==> config.mk <==
export PLATFORM = sky130hd
export DESIGN_NAME = scsi_result_reporter
export DESIGN_NICKNAME = d
export VERILOG_FILES = /design/src/verilog/scsi_result_pkg.sv /design/src/verilog/result_if.sv /design/src/verilog/result_queue.sv /design/src/verilog/scsi_result_reporter.sv
export SDC_FILE = /design/constraint.sdc
export NUM_CORES = 1
export LEC_CHECK = 0
export ABC_CLOCK_PERIOD_IN_PS = 3940
export BUFFER_PORTS_ARGS = -buffer_cell sky130_fd_sc_hd__clkbuf_2
export CELL_PAD_IN_SITES_DETAIL_PLACEMENT = 2
export CELL_PAD_IN_SITES_GLOBAL_PLACEMENT = 2
export CORE_ASPECT_RATIO = 0.7
export CORE_MARGIN = 4
export CORE_UTILIZATION = 33
export DETAILED_ROUTE_END_ITERATION = 8
export GPL_TIMING_DRIVEN = 0
export PLACE_DENSITY_LB_ADDON = 0.1
export SLEW_MARGIN = 0
export SYNTH_ARGS = -nofsm -noshare
export SYNTH_HDL_FRONTEND = slang
export SYNTH_SLANG_ARGS = --single-unit
==> constraint.sdc <==
create_clock -name clk_sys -period 3.94 [get_ports clk_sys]
set_input_delay 0.985 -clock clk_sys [delete_from_list [all_inputs] [get_ports clk_sys]]
set_output_delay 0.985 -clock clk_sys [all_outputs]
set_load 0.005 [all_outputs]
==> src/verilog/scsi_result_pkg.sv <==
// Result codes, register map and state types for the result reporter.
// Assumes a single 20 MHz clock domain and AXI4-Lite register access.
package scsi_result_pkg;
  localparam logic [7:0] C_RESET = 8'h01;
  localparam logic [7:0] C_DMAPAR = 8'h21;
  localparam logic [7:0] C_MPUPAR = 8'h22;
  localparam logic [7:0] C_SCSIPAR = 8'h24;
  localparam logic [7:0] C_DMASCSI = 8'h25;
  localparam logic [7:0] C_MPUSCSI = 8'h26;
  localparam logic [7:0] C_OFS = 8'h29;
  localparam logic [7:0] C_FAST = 8'h2a;
  localparam logic [7:0] C_OFSFAST = 8'h2b;
  localparam logic [7:0] C_BFXFER = 8'h31;
  localparam logic [7:0] C_PHASE = 8'h32;
  localparam logic [7:0] C_DONE = 8'h60;
  localparam logic [7:0] C_DOUBLE = 8'h64;
  localparam logic [7:0] C_PAUSE = 8'h67;
  localparam logic [7:0] C_BFIDLE = 8'h70;
  localparam logic [7:0] C_TMO = 8'h82;
  localparam logic [7:0] S00 = 8'h00;
  localparam logic [7:0] S01 = 8'h01;
  localparam logic [7:0] S02 = 8'h02;
  localparam logic [7:0] S03 = 8'h03;
  localparam logic [7:0] S09 = 8'h09;
  localparam logic [7:0] S0A = 8'h0a;
  localparam logic [3:0] ADDR_RESULT = 4'h0;
  localparam logic [3:0] ADDR_CTRL = 4'h4;
  localparam logic [3:0] ADDR_STATUS = 4'h8;
  localparam logic [1:0] RESP_OKAY = 2'b00;
  localparam logic [1:0] RESP_SLVERR = 2'b10;
  localparam int CTRL_AUTOACK = 0;
  localparam int CTRL_RETRY_LSB = 4;
  localparam int RETRY_W = 4;
  localparam int RESULT_VALID = 31;
  localparam logic [1:0] CMD_SEL = 2'b00;
  localparam logic [1:0] CMD_ATNACK = 2'b01;
  localparam logic [1:0] CMD_XFER = 2'b10;
  localparam logic [1:0] SP_WAITBF = 2'b00;
  localparam logic [1:0] SP_ARB = 2'b01;
  localparam logic [1:0] SP_SEL = 2'b10;
  typedef struct packed {
    logic [7:0] code;
    logic [7:0] step;
  } result_t;
  typedef enum logic [2:0] {
    ST_IDLE = 3'b000,
    ST_SEL = 3'b001,
    ST_RESEL = 3'b010,
    ST_ATNACK = 3'b011,
    ST_XFER = 3'b100,
    ST_EXIT = 3'b101
  } phase_t;
endpackage

==> src/verilog/result_if.sv <==
// Carrier between the reporter and its result queue.
// Assumes both ends run on the same clock.
`timescale 1ns/1ps
`default_nettype none
interface result_if import scsi_result_pkg::*; #(parameter int CW = 3);
  logic push0;
  logic push1;
  result_t d0;
  result_t d1;
  logic pop;
  result_t head;
  logic notEmpty;
  logic [CW-1:0] count;
  modport queue (input push0, push1, d0, d1, pop, output head, notEmpty, count);
  modport user (output push0, push1, d0, d1, pop, input head, notEmpty, count);
endinterface
`default_nettype wire

==> src/verilog/result_queue.sv <==
// Ordered holding queue of code/step results, up to two pushes a cycle.
// Pushes beyond free space are dropped by the queue itself; a pop in the same cycle frees no room.
`timescale 1ns/1ps
`default_nettype none
module result_queue import scsi_result_pkg::*; #(
  parameter int DEPTH = 4,
  parameter int AW = $clog2(DEPTH),
  parameter int CW = $clog2(DEPTH + 1)
) (
  input wire logic clk_sys,
  input wire logic srst,
  result_if.queue q
);
  typedef struct packed {
    result_t [DEPTH-1:0] mem;
    logic [AW-1:0] wr;
    logic [AW-1:0] rd;
    logic [CW-1:0] cnt;
  } qstate_t;
  qstate_t s_reg;
  qstate_t s_next;
  logic [CW-1:0] room;

  always_comb begin
    s_next = s_reg;
    room = CW'(DEPTH) - s_reg.cnt;
    // Full entries are read first so a pop never races a write
    if (q.pop && s_reg.cnt != '0) begin
      s_next.rd = AW'((32'(s_reg.rd) + 1) % DEPTH);
      s_next.cnt = s_next.cnt - 1'b1;
    end
    if (q.push0 && room != '0) begin
      s_next.mem[s_next.wr] = q.d0;
      s_next.wr = AW'((32'(s_next.wr) + 1) % DEPTH);
      s_next.cnt = s_next.cnt + 1'b1;
      room = room - 1'b1;
    end
    if (q.push1 && room != '0) begin
      s_next.mem[s_next.wr] = q.d1;
      s_next.wr = AW'((32'(s_next.wr) + 1) % DEPTH);
      s_next.cnt = s_next.cnt + 1'b1;
    end
  end

  always_ff @(posedge clk_sys) begin
    if (srst) begin
      s_reg <= '0;
    end else begin
      s_reg <= s_next;
    end
  end

  assign q.head = s_reg.mem[s_reg.rd];
  assign q.notEmpty = s_reg.cnt != '0;
  assign q.count = s_reg.cnt;
endmodule
`default_nettype wire

==> src/verilog/scsi_result_reporter.sv <==
// Command result reporter: turns command progress events into code/step
// results, queues them, and serves them over AXI4-Lite.
// Assumes all event inputs are one-cycle pulses synchronous to clk_sys.
`timescale 1ns/1ps
`default_nettype none
module scsi_result_reporter import scsi_result_pkg::*; #(
  parameter int DEPTH = 4
) (
  input wire logic clk_sys,
  input wire logic srst,
  input wire logic [3:0] s_axi_awaddr,
  input wire logic s_axi_awvalid,
  output logic s_axi_awready,
  input wire logic [31:0] s_axi_wdata,
  input wire logic [3:0] s_axi_wstrb,
  input wire logic s_axi_wvalid,
  output logic s_axi_wready,
  output logic [1:0] s_axi_bresp,
  output logic s_axi_bvalid,
  input wire logic s_axi_bready,
  input wire logic [3:0] s_axi_araddr,
  input wire logic s_axi_arvalid,
  output logic s_axi_arready,
  output logic [31:0] s_axi_rdata,
  output logic [1:0] s_axi_rresp,
  output logic s_axi_rvalid,
  input wire logic s_axi_rready,
  input wire logic cmdStart,
  input wire logic [1:0] cmdKind,
  input wire logic cmdSetAtn,
  input wire logic paddingOn,
  input wire logic [1:0] selPhase,
  input wire logic rstCond,
  input wire logic busFreeSeen,
  input wire logic prevWasXfer,
  input wire logic scsiRst,
  input wire logic arbLost,
  input wire logic reselected,
  input wire logic reselOpDone,
  input wire logic [7:0] reselCode,
  input wire logic [7:0] reselStep,
  input wire logic pauseAcc,
  input wire logic selDone,
  input wire logic selTimeout,
  input wire logic atnAckDone,
  input wire logic xferDone,
  input wire logic busFreeXfer,
  input wire logic phaseChange,
  input wire logic exitDone,
  input wire logic lastAckNeg,
  input wire logic dmaParErr,
  input wire logic mpuParErr,
  input wire logic scsiParErr,
  input wire logic offsetOvr,
  input wire logic reqTooFast,
  input wire logic regParErr,
  output logic atnReq,
  output logic retryReq,
  output logic resultPending
);
  localparam int CW = $clog2(DEPTH + 1);

  typedef struct packed {
    phase_t st;
    logic awHeld;
    logic [3:0] awAddr;
    logic wHeld;
    logic [31:0] wData;
    logic [3:0] wStrb;
    logic bValid;
    logic [1:0] bResp;
    logic rValid;
    logic [31:0] rData;
    logic [1:0] rResp;
    logic autoAck;
    logic [RETRY_W-1:0] retryLimit;
    logic [RETRY_W-1:0] retryCnt;
    logic arbLostF;
    logic reselPendV;
    result_t reselPend;
    logic setAtnF;
    logic errDma;
    logic errMpu;
    logic errScsi;
    logic errOfs;
    logic errFast;
    logic regParF;
    result_t exitRes;
    logic atnReq;
    logic retryReq;
  } state_t;

  state_t s_reg;
  state_t s_next;
  result_if #(.CW(CW)) qIf ();

  result_queue #(.DEPTH(DEPTH)) queue_i (
    .clk_sys(clk_sys),
    .srst(srst),
    .q(qIf.queue)
  );

  logic p0;
  logic p1;
  result_t d0;
  result_t d1;
  logic popNow;
  logic anyErr;
  logic step9;
  result_t errRes;

  assign anyErr = dmaParErr | mpuParErr | scsiParErr | offsetOvr | reqTooFast;

  always_comb begin
    s_next = s_reg;
    p0 = 1'b0;
    p1 = 1'b0;
    d0 = '0;
    d1 = '0;
    popNow = 1'b0;
    s_next.retryReq = 1'b0;
    // Step 09 only when the last acknowledge was released automatically
    step9 = s_reg.autoAck && lastAckNeg && !paddingOn;
    errRes.step = step9 ? S09 : S01;
    // Combined codes take priority over the single-side codes
    if (s_reg.errDma && s_reg.errScsi) begin
      errRes.code = C_DMASCSI;
    end else if (s_reg.errMpu && s_reg.errScsi) begin
      errRes.code = C_MPUSCSI;
    end else if (s_reg.errOfs && s_reg.errFast) begin
      errRes.code = C_OFSFAST;
    end else if (s_reg.errDma) begin
      errRes.code = C_DMAPAR;
    end else if (s_reg.errMpu) begin
      errRes.code = C_MPUPAR;
    end else if (s_reg.errScsi) begin
      errRes.code = C_SCSIPAR;
    end else if (s_reg.errOfs) begin
      errRes.code = C_OFS;
    end else begin
      errRes.code = C_FAST;
    end

    // Command sequencing
    case (s_reg.st)
      ST_IDLE: begin
        if (reselOpDone) begin
          s_next.reselPendV = 1'b1;
          s_next.reselPend = '{reselCode, reselStep};
        end
        if (cmdStart) begin
          s_next.setAtnF = cmdSetAtn;
          s_next.errDma = 1'b0;
          s_next.errMpu = 1'b0;
          s_next.errScsi = 1'b0;
          s_next.errOfs = 1'b0;
          s_next.errFast = 1'b0;
          case (cmdKind)
            CMD_SEL: begin
              if (s_reg.reselPendV) begin
                p0 = 1'b1;
                d0 = s_reg.reselPend;
                p1 = 1'b1;
                d1 = '{C_DOUBLE, S00};
                // Set wins: a result arriving now stays pending
                s_next.reselPendV = reselOpDone;
              end else begin
                s_next.st = ST_SEL;
                s_next.retryCnt = '0;
                s_next.arbLostF = 1'b0;
              end
            end
            CMD_ATNACK: begin
              if (rstCond) begin
                p0 = 1'b1;
                d0 = '{C_RESET, S00};
              end else if (busFreeSeen) begin
                p0 = 1'b1;
                if (prevWasXfer && !s_reg.autoAck) begin
                  d0 = '{C_BFXFER, S00};
                end else begin
                  d0 = '{C_BFIDLE, S00};
                end
              end else begin
                s_next.st = ST_ATNACK;
              end
            end
            CMD_XFER: begin
              if (rstCond) begin
                p0 = 1'b1;
                d0 = '{C_RESET, S00};
              end else if (busFreeSeen) begin
                p0 = 1'b1;
                d0 = '{C_BFIDLE, S00};
              end else begin
                s_next.st = ST_XFER;
              end
            end
            default: begin
              s_next.st = ST_IDLE;
            end
          endcase
        end
      end
      ST_SEL: begin
        if (scsiRst) begin
          p0 = 1'b1;
          case (selPhase)
            SP_WAITBF: d0 = '{C_RESET, S00};
            SP_ARB: d0 = '{C_RESET, S01};
            default: d0 = '{C_RESET, S02};
          endcase
          s_next.st = ST_IDLE;
        end else if (pauseAcc && selPhase == SP_ARB) begin
          p0 = 1'b1;
          d0 = '{C_PAUSE, S01};
          s_next.st = ST_IDLE;
        end else if (reselected && s_reg.arbLostF) begin
          p0 = 1'b1;
          d0 = '{C_DOUBLE, S00};
          s_next.st = ST_RESEL;
        end else if (selTimeout) begin
          if (s_reg.retryCnt < s_reg.retryLimit) begin
            s_next.retryCnt = s_reg.retryCnt + 1'b1;
            s_next.retryReq = 1'b1;
          end else begin
            p0 = 1'b1;
            d0 = '{C_TMO, S02};
            s_next.st = ST_IDLE;
          end
        end else if (selDone) begin
          p0 = 1'b1;
          d0 = '{C_DONE, S03};
          s_next.st = ST_IDLE;
        end
        if (arbLost) begin
          s_next.arbLostF = 1'b1;
        end
      end
      ST_RESEL: begin
        if (reselOpDone) begin
          p0 = 1'b1;
          d0 = '{reselCode, reselStep};
          s_next.st = ST_IDLE;
        end
      end
      ST_ATNACK: begin
        if (atnAckDone) begin
          p0 = 1'b1;
          if (s_reg.setAtnF && step9) begin
            d0 = '{C_DONE, S09};
          end else begin
            d0 = '{C_DONE, S01};
          end
          s_next.st = ST_IDLE;
        end
      end
      ST_XFER: begin
        if (anyErr) begin
          s_next.atnReq = 1'b1;
        end
        s_next.errDma = s_reg.errDma | dmaParErr;
        s_next.errMpu = s_reg.errMpu | mpuParErr;
        s_next.errScsi = s_reg.errScsi | scsiParErr;
        s_next.errOfs = s_reg.errOfs | offsetOvr;
        s_next.errFast = s_reg.errFast | reqTooFast;
        // Exit-type events are held until exit processing ends
        if (scsiRst) begin
          s_next.exitRes = '{C_RESET, S01};
          s_next.st = ST_EXIT;
        end else if (pauseAcc) begin
          s_next.exitRes = '{C_PAUSE, S01};
          s_next.st = ST_EXIT;
        end else if (busFreeXfer) begin
          s_next.exitRes = '{C_BFXFER, S01};
          s_next.st = ST_EXIT;
        end else if (phaseChange) begin
          s_next.exitRes = '{C_PHASE, S01};
          s_next.st = ST_EXIT;
        end else if (xferDone) begin
          p0 = 1'b1;
          if (s_reg.errDma | s_reg.errMpu | s_reg.errScsi | s_reg.errOfs | s_reg.errFast) begin
            d0 = errRes;
          end else begin
            d0 = '{C_DONE, step9 ? S0A : S02};
          end
          s_next.atnReq = 1'b0;
          s_next.st = ST_IDLE;
        end
      end
      ST_EXIT: begin
        if (exitDone) begin
          p0 = 1'b1;
          d0 = s_reg.exitRes;
          s_next.atnReq = 1'b0;
          s_next.st = ST_IDLE;
        end
      end
      default: begin
        s_next.st = ST_IDLE;
      end
    endcase

    // Register parity seen anywhere trails the next result pushed alone in its cycle
    if (regParErr) begin
      s_next.regParF = 1'b1;
    end
    if (p0 && !p1 && (s_reg.regParF || regParErr)) begin
      p1 = 1'b1;
      d1 = '{C_MPUPAR, S00};
      s_next.regParF = 1'b0;
    end

    // AXI4-Lite write: address and data may arrive in either order
    if (s_axi_awvalid && s_axi_awready) begin
      s_next.awHeld = 1'b1;
      s_next.awAddr = s_axi_awaddr;
    end
    if (s_axi_wvalid && s_axi_wready) begin
      s_next.wHeld = 1'b1;
      s_next.wData = s_axi_wdata;
      s_next.wStrb = s_axi_wstrb;
    end
    if (s_reg.awHeld && s_reg.wHeld && !s_reg.bValid) begin
      s_next.awHeld = 1'b0;
      s_next.wHeld = 1'b0;
      s_next.bValid = 1'b1;
      s_next.bResp = RESP_OKAY;
      if (s_reg.awAddr == ADDR_CTRL) begin
        if (s_reg.wStrb[0]) begin
          s_next.autoAck = s_reg.wData[CTRL_AUTOACK];
          s_next.retryLimit = s_reg.wData[CTRL_RETRY_LSB +: RETRY_W];
        end
      end else if (s_reg.awAddr != ADDR_RESULT && s_reg.awAddr != ADDR_STATUS) begin
        s_next.bResp = RESP_SLVERR;
      end
    end
    if (s_reg.bValid && s_axi_bready) begin
      s_next.bValid = 1'b0;
    end

    // Read: fetching RESULT removes it, code and step in one word
    if (s_axi_arvalid && s_axi_arready) begin
      s_next.rValid = 1'b1;
      s_next.rResp = RESP_OKAY;
      s_next.rData = '0;
      case (s_axi_araddr)
        ADDR_RESULT: begin
          if (qIf.notEmpty) begin
            s_next.rData[15:0] = qIf.head;
            s_next.rData[RESULT_VALID] = 1'b1;
            popNow = 1'b1;
          end
        end
        ADDR_CTRL: begin
          s_next.rData[CTRL_AUTOACK] = s_reg.autoAck;
          s_next.rData[CTRL_RETRY_LSB +: RETRY_W] = s_reg.retryLimit;
        end
        ADDR_STATUS: begin
          s_next.rData[2:0] = s_reg.st;
          s_next.rData[3] = s_reg.atnReq;
          s_next.rData[7:4] = s_reg.retryCnt;
          s_next.rData[8 +: CW] = qIf.count;
        end
        default: begin
          s_next.rResp = RESP_SLVERR;
        end
      endcase
    end
    if (s_reg.rValid && s_axi_rready) begin
      s_next.rValid = 1'b0;
    end
  end

  always_ff @(posedge clk_sys) begin
    if (srst) begin
      s_reg <= '0;
    end else begin
      s_reg <= s_next;
    end
  end

  assign qIf.push0 = p0;
  assign qIf.push1 = p1;
  assign qIf.d0 = d0;
  assign qIf.d1 = d1;
  assign qIf.pop = popNow;

  assign s_axi_awready = !s_reg.awHeld;
  assign s_axi_wready = !s_reg.wHeld;
  assign s_axi_bvalid = s_reg.bValid;
  assign s_axi_bresp = s_reg.bResp;
  assign s_axi_arready = !s_reg.rValid;
  assign s_axi_rvalid = s_reg.rValid;
  assign s_axi_rdata = s_reg.rData;
  assign s_axi_rresp = s_reg.rResp;
  assign atnReq = s_reg.atnReq;
  assign retryReq = s_reg.retryReq;
  assign resultPending = qIf.notEmpty;
endmodule
`default_nettype wire
Yosys cells after proc, flatten, opt, wreduce, memory -nomap -nowiden. Cells that the tools add are included.

Output and inout bits: 44. Bits of input ports: 96. Logic and storage cells: 301. Flip-flop bits (word level): 164.

Reductions and logical operators: 60. Equal/unequal tests: 32. Add/sub/neg operators: 9. Bitwise logic cells: 15. Muxes and demuxes: 139. Magnitude comparators: 6.

Operator list (count): 2-to-1 mux 16 bit (24); 2-to-1 mux 15 bit (11); 2-to-1 mux 66 bit (2); bitwise mux 64 bit (2); case mux 16 bit (6 select lines) (1); 2-to-1 mux 3 bit (24); demux 16 bit (select 2 bit) (2); 2-to-1 mux 4 bit (14); case mux 16 bit (3 select lines) (1); 2-to-1 mux 1 bit (35); binary-select mux 16 bit (select 2 bit) (1); logical AND 1 bit (24); != test 2 bit (second input constant) (11); case mux 5 bit (2 select lines) (2); != test 6 bit (second input constant) (3); case mux 3 bit (6 select lines) (1); 2-to-1 mux 17 bit (1); 2-to-1 mux 5 bit (3); != test 3 bit (second input constant) (5); bitwise OR 1 bit (13); 2-to-1 mux 6 bit (2); case mux 3 bit (2 select lines) (2); case mux 4 bit (3 select lines) (1); AND reduction 12 bit (1); 39 further kinds (75).

Longest topological paths before layout.
Word-level depth: 22. Mapped depth: 16. Gate-level depth less buffers: 14.

Modules after synthesis. Synthesis repeated with hierarchy kept, for this count alone.

Cell total of the unflattened synthesis: 1010. Area, all modules: 8777.2 um^2.

Modules (own cells, without submodules): result_queue (seq. area each 1421.4 um^2, area an instance 4485.6 um^2, cells an instance 468, times used 1); scsi_result_reporter (seq. area each 1561.5 um^2, area an instance 4291.6 um^2, cells an instance 542, times used 1).

Least setup slack after synthesis. No wires, ideal clock.

Path kind: input -> register. Start: input port cmdKind[0]. End: register queue_i.s_reg[8] in the netlist's numbering. Slack: 0.458 ns. Path buffers: 1. Stages on the path: 14. Data required time: 3.777 ns. Data arrival time: 3.319 ns. Setup time: 0.163 ns. Cell sequence: inv_1 > ha_1 > nand2_1 > a211oi_2 > nor3_1 > a21oi_2 > xnor2_1 > ha_1 > nand2_1 > a21oi_1 > nand2_1 > nand2b_1 > buf_2 > a211oi_1.

Word-level cells in the longest chain between the ends: 13. Elaborated cells between the ends (all ways): 34. Classes of those cells: 2 x order compare; 2 x eq/ne; 21 x mux; 9 x reduce/logical.

Ends and longest elaborated chain: from (decl) (line scsi_result_reporter.sv:29) `input wire logic [1:0] cmdKind,`; equality test 2 bit or equality test 2 x 1 -> 1 bit (tied branches) (line scsi_result_reporter.sv:158) `case (cmdKind)`; OR reduction 2 bit (no source line); case mux 1 bit (2 select lines) (line scsi_result_reporter.sv:158); 2-to-1 mux 1 bit (line scsi_result_reporter.sv:151) `if (cmdStart) begin`; case mux 1 bit (6 select lines) (line scsi_result_reporter.sv:145) `case (s_reg.st)`; logical AND 1 bit (line result_queue.sv:32) `if (q.push0 && room != '0) begin`; 2-to-1 mux 66 bit (line result_queue.sv:32); < comparator 2 x 3 -> 1 bit (not written as such) or >= comparator 2 x 1 -> 1 bit (tied branches) (line result_queue.sv:39) `s_next.mem[s_next.wr] = q.d1;`; logical AND 1 bit (not written as such) (line result_queue.sv:39); 2-to-1 mux 16 bit (not written as such) (line result_queue.sv:39); demux 16 bit (select 2 bit); bitwise mux 64 bit (line result_queue.sv:39); 2-to-1 mux 66 bit (*) (line result_queue.sv:38) `if (q.push1 && room != '0) begin`; to (signal assigned) (line result_queue.sv:49) `s_reg <= s_next;`; to (decl) (line result_queue.sv:20) `qstate_t s_reg;`.

Mark *: on every way between the ends. The rest lies on a longest branch, timed or not. A chain may end at the register's enable or synchronous reset.

Final worst setup path.
Start: input port exitDone. End: register queue_i.s_reg[56] in the netlist's numbering.

Word-level cells in the longest chain between the ends: 10. Elaborated cells between the ends (all ways): 21. Classes of those cells: 2 x order compare; 13 x mux; 6 x reduce/logical.

Ends and longest elaborated chain: from (decl) (line scsi_result_reporter.sv:49) `input wire logic exitDone,`; 2-to-1 mux 1 bit (line scsi_result_reporter.sv:292) `if (exitDone) begin`; case mux 1 bit (6 select lines) (line scsi_result_reporter.sv:145); logical AND 1 bit (line result_queue.sv:32); 2-to-1 mux 66 bit (line result_queue.sv:32); < comparator 2 x 3 -> 1 bit (not written as such) or >= comparator 2 x 1 -> 1 bit (tied branches) (line result_queue.sv:39); logical AND 1 bit (not written as such) (line result_queue.sv:39); 2-to-1 mux 16 bit (not written as such) (line result_queue.sv:39); demux 16 bit (select 2 bit); bitwise mux 64 bit (line result_queue.sv:39); 2-to-1 mux 66 bit (*) (line result_queue.sv:38).

Marked as above.

==> key figures <==
CTS
  • H-tree Lvls: 4
  • Clock Pin Slew Worst Setup and Hold Paths: ~0.06 ns
  • CTS sink cnt: 149
  • CTS Hold Bufs: 0
  • CTS Root Cell: clkbuf_16
  • Clk_lat worst skew: 0.44 ns
  • TritonCTS Buffers: 17
  • CTS tree: built
  • Max clock buf depth: 2

Timing
  • Final Hold Vio Count: 0
  • Worst hold slack: between 0.4 and 0.5 ns
  • Fin crit period: around 3.7 ns
  • Final Max Slew Viols: 0
  • Peak Freq: 269.9 MHz
  • Clock skew: ~0.012 ns
  • Slew margin rel.: 0.2450
  • Final setup fails: 0
  • Final Cycle Share: 0.9405
  • Worst-Margin Slew: ~1.1 ns

Final layout
  • Fillers: about 2,500
  • Largest register FFs: 68
  • Layout cell share with drive strength beyond 1: 0.2079
  • Area growth syn-to-layout: 20.35%
  • Nets: roughly 1,100
  • Most frequent cells in the layout: 149 x dfxtp_1, 127 x nor2_1, 91 x clkbuf_2, 74 x nand2_1, 72 x a21oi_1
  • Final instance area: between 9000 and 10,000 um2
  • Most common cell after layout, fill and taps aside: dfxtp_1
  • Ant. Diodes: 0

Global routing
  • GRT Residual Overflow: 0
  • Antenna violations before repair: 0
  • GR Util All Layers: 0.2287
  • Number of global-route vias before repair: between 7,000 and 8,000
  • Global-route wire length before repair: between 40,000 and 50,000 um
  • Largest net degree at the start of global routing: 17

Route
  • Drt wl/cell: roughly 22 um
  • DR vias: just over 7,000
  • Iter 0 DRT Violations: 436
  • # DRC: 0
  • First drt pass iteration count: 5
  • Antenna Nets Post-Route: 0
  • Drt total wl: approximately 29,000 um
  • Vias per inst: around 5.4

Floorplanning
  • DIE AREA: about 25,000 um2
  • Standard-cell row count: 45
  • Die Height: about 130 um
  • Core area: between 20,000 and 25,000 um2
  • Top Ports: 140
  • Die width: about 190 um
  • Initial Utilization: 0.3416

Power and ir drop
  • VDD IR max: around 0.39 mV
  • Power per cell area: 594.1 nW/um2
  • Leakage: 3.456 nW

Worst setup path
  • Data required, critical path: roughly 4.2 ns
  • Critical-path cell list: clkbuf_2 -> and4b_1 -> clkbuf_1 -> a31o_2 -> nor3_4 -> a21oi_4 -> xnor2_2 -> inv_1 -> ha_1 -> nand2_1 -> a21oi_1 -> nand2_2 -> nand2b_1 -> buf_2 -> a211oi_1
  • Crit-path slowest cell: a31o_2
  • Largest fanout on the critical path: 10
  • Crit Path Class: input port to register
  • CP Capture Type: register
  • Worst reg2reg path depth: 13
  • CP arrival: 3.98 ns
  • CP peak stage delay: ~0.36 ns
  • Startpoint types: input port

Logic synthesis
  • Synth Warn #: 0
  • Post-Synthesis Cell Area: about 7500 um2
  • Post-synthesis register bit count: 149
  • Asr flop ratio synth: 0
  • Distinct cells, synth: 70
  • Commonest register cell after synthesis: dfxtp_1
  • Post-synth EDFFs: 0
  • Register area share after synthesis: 0.3966
  • Mapped Avg Cell Area: about 8.6 um2
  • Cells after Synth: 871

Placed design
  • Post-DP HPWL: around 22,000 um
  • Routability cong.: slightly above 0.8
  • IO buf count: approximately 90
  • Dpl cell area: roughly 8400 um2

Worst hold path
  • Hold path depth: 2
  • Hold crit path type: register to register

Run
  • # Max-Cap Violations: 0

Run status
  • Status: finished clean
==> area by class of cell <==
cell class | count | area (um2) | area share
Multi-Input combinational cell | 628 | 4074 | 0.4501
Sequential cell | 149 | 2983 | 0.3296
Buffer | 90 | 506.7 | 0.05599
Timing Repair Buffer | 91 | 455.4 | 0.05032
Clock buffer | 22 | 454.2 | 0.05018
Tap cell | 305 | 381.6 | 0.04216
Clock inverter | 10 | 121.4 | 0.01341
Inverter | 20 | 75.07 | 0.008294
==> report_power, final <==
group | internal (mW) | switching, mW | leakage, nW
Clock | 0.955 | 0.688 | 0.279
Combinational | 0.667 | 1.16 | 1.96
Sequential | 1.74 | 0.167 | 1.21
Total | 3.36 | 2.01 | 3.46
==> worst max-delay path: cells and delay by family <==
| kind | cells | cell delay (ns) |
|---|---|---|
| AND/OR/NAND/NOR | 5 | 0.95 |
| AO/OA/AOI/OAI | 4 | 0.91 |
| buffers and inverters | 4 | 0.76 |
| XOR/XNOR | 1 | 0.20 |
| adder cells (fa/ha/maj) | 1 | 0.15 |
==> cells by family after synthesis <==
family,Yosys count,synth area share
and+or+nand+nor,318,0.1960
buffers and inverters,110,0.07702
muxes,37,0.07619
DFF,149,0.3966
AOI/OAI and AO/OA,221,0.2010
other,1,0.0004986
adders and majority gates,24,0.03993
xor gates and xnor gates,11,0.01281
==> metrics by stage <==
stage	setup TNS, ns	power, mW	std cells	util	setup WS (ns)
finish	0	5.377	1315	0.4111	0.2344
global route	-0.005101	5.691	1315	0.4111	-0.005101
CTS	0	5.377	1315	0.4095	0.03467
detailed placement	-37.48	3.686	1283	0.3824	-0.8094
global placement	-36.50	3.627	1283	0.3824	-0.7824
floorplan	0	3.046	887	-	0.4577
==> worst paths after layout <==
kind | from | slack (ns) | end
worst max-delay path | exitDone | 0.23 | queue_i.s_reg[56]$_SDFF_PP0_
worst min-delay path | s_reg[29]$_SDFFE_PP0P_ | 0.46 | s_reg[29]$_SDFFE_PP0P_
worst max register to register | s_reg[134]$_SDFFE_PP0P_ | 0.35 | queue_i.s_reg[56]$_SDFF_PP0_
worst min register to register | s_reg[29]$_SDFFE_PP0P_ | 0.46 | s_reg[29]$_SDFFE_PP0P_
==> cell usage after synthesis (4+ instances only) <==
| library cell | count | share of area |
|---|---|---|
| clkbuf_1 | 40 | 0.020 |
| ha_1 | 24 | 0.040 |
| dfxtp_1 | 149 | 0.40 |
| nor2_1 | 127 | 0.063 |
| or2_2 | 4 | 0.0033 |
| o221ai_1 | 8 | 0.0093 |
| nor2b_1 | 6 | 0.0050 |
| a211oi_1 | 54 | 0.054 |
| nor3b_1 | 5 | 0.0050 |
| nand3_1 | 23 | 0.015 |
| xor2_1 | 5 | 0.0058 |
| buf_2 | 10 | 0.0067 |
| a21oi_1 | 72 | 0.048 |
| mux2i_1 | 19 | 0.025 |
| o2bb2ai_1 | 5 | 0.0058 |
| mux4_2 | 16 | 0.048 |
| a22o_1 | 6 | 0.0070 |
| and3_1 | 4 | 0.0033 |
| nand2b_1 | 10 | 0.0083 |
| inv_1 | 20 | 0.010 |
| nor4_1 | 5 | 0.0042 |
| a22oi_1 | 21 | 0.021 |
| nor3_1 | 27 | 0.018 |
| buf_4 | 37 | 0.037 |
| a221o_1 | 6 | 0.0080 |
| or3_1 | 4 | 0.0033 |
| and2_1 | 4 | 0.0033 |
| a31oi_1 | 4 | 0.0033 |
| o21ai_0 | 13 | 0.0087 |
| a221oi_1 | 5 | 0.0058 |
| xnor2_1 | 6 | 0.0070 |
| nand2_1 | 77 | 0.038 |
| o211ai_1 | 7 | 0.0070 |
==> repair_timing <==
item	4_1_cts	5_1_grt
endpoints found under the setup margin	47	40
buffers inserted	0	0
gates resized for setup	4	7
==> per-layer routing <==
| metal | share of wire | GRT usage | vias up |
|---|---|---|---|
| met5 | 0 | 0 | - |
| met4 | 0.014 | 0.05380 | 0 |
| met3 | 0.052 | 0.04891 | 29 |
| met2 | 0.42 | 0.3470 | 179 |
| met1 | 0.51 | 0.3331 | 3551 |
| li1 | - | - | 3342 |
Power figures use the tool's default switching activity.
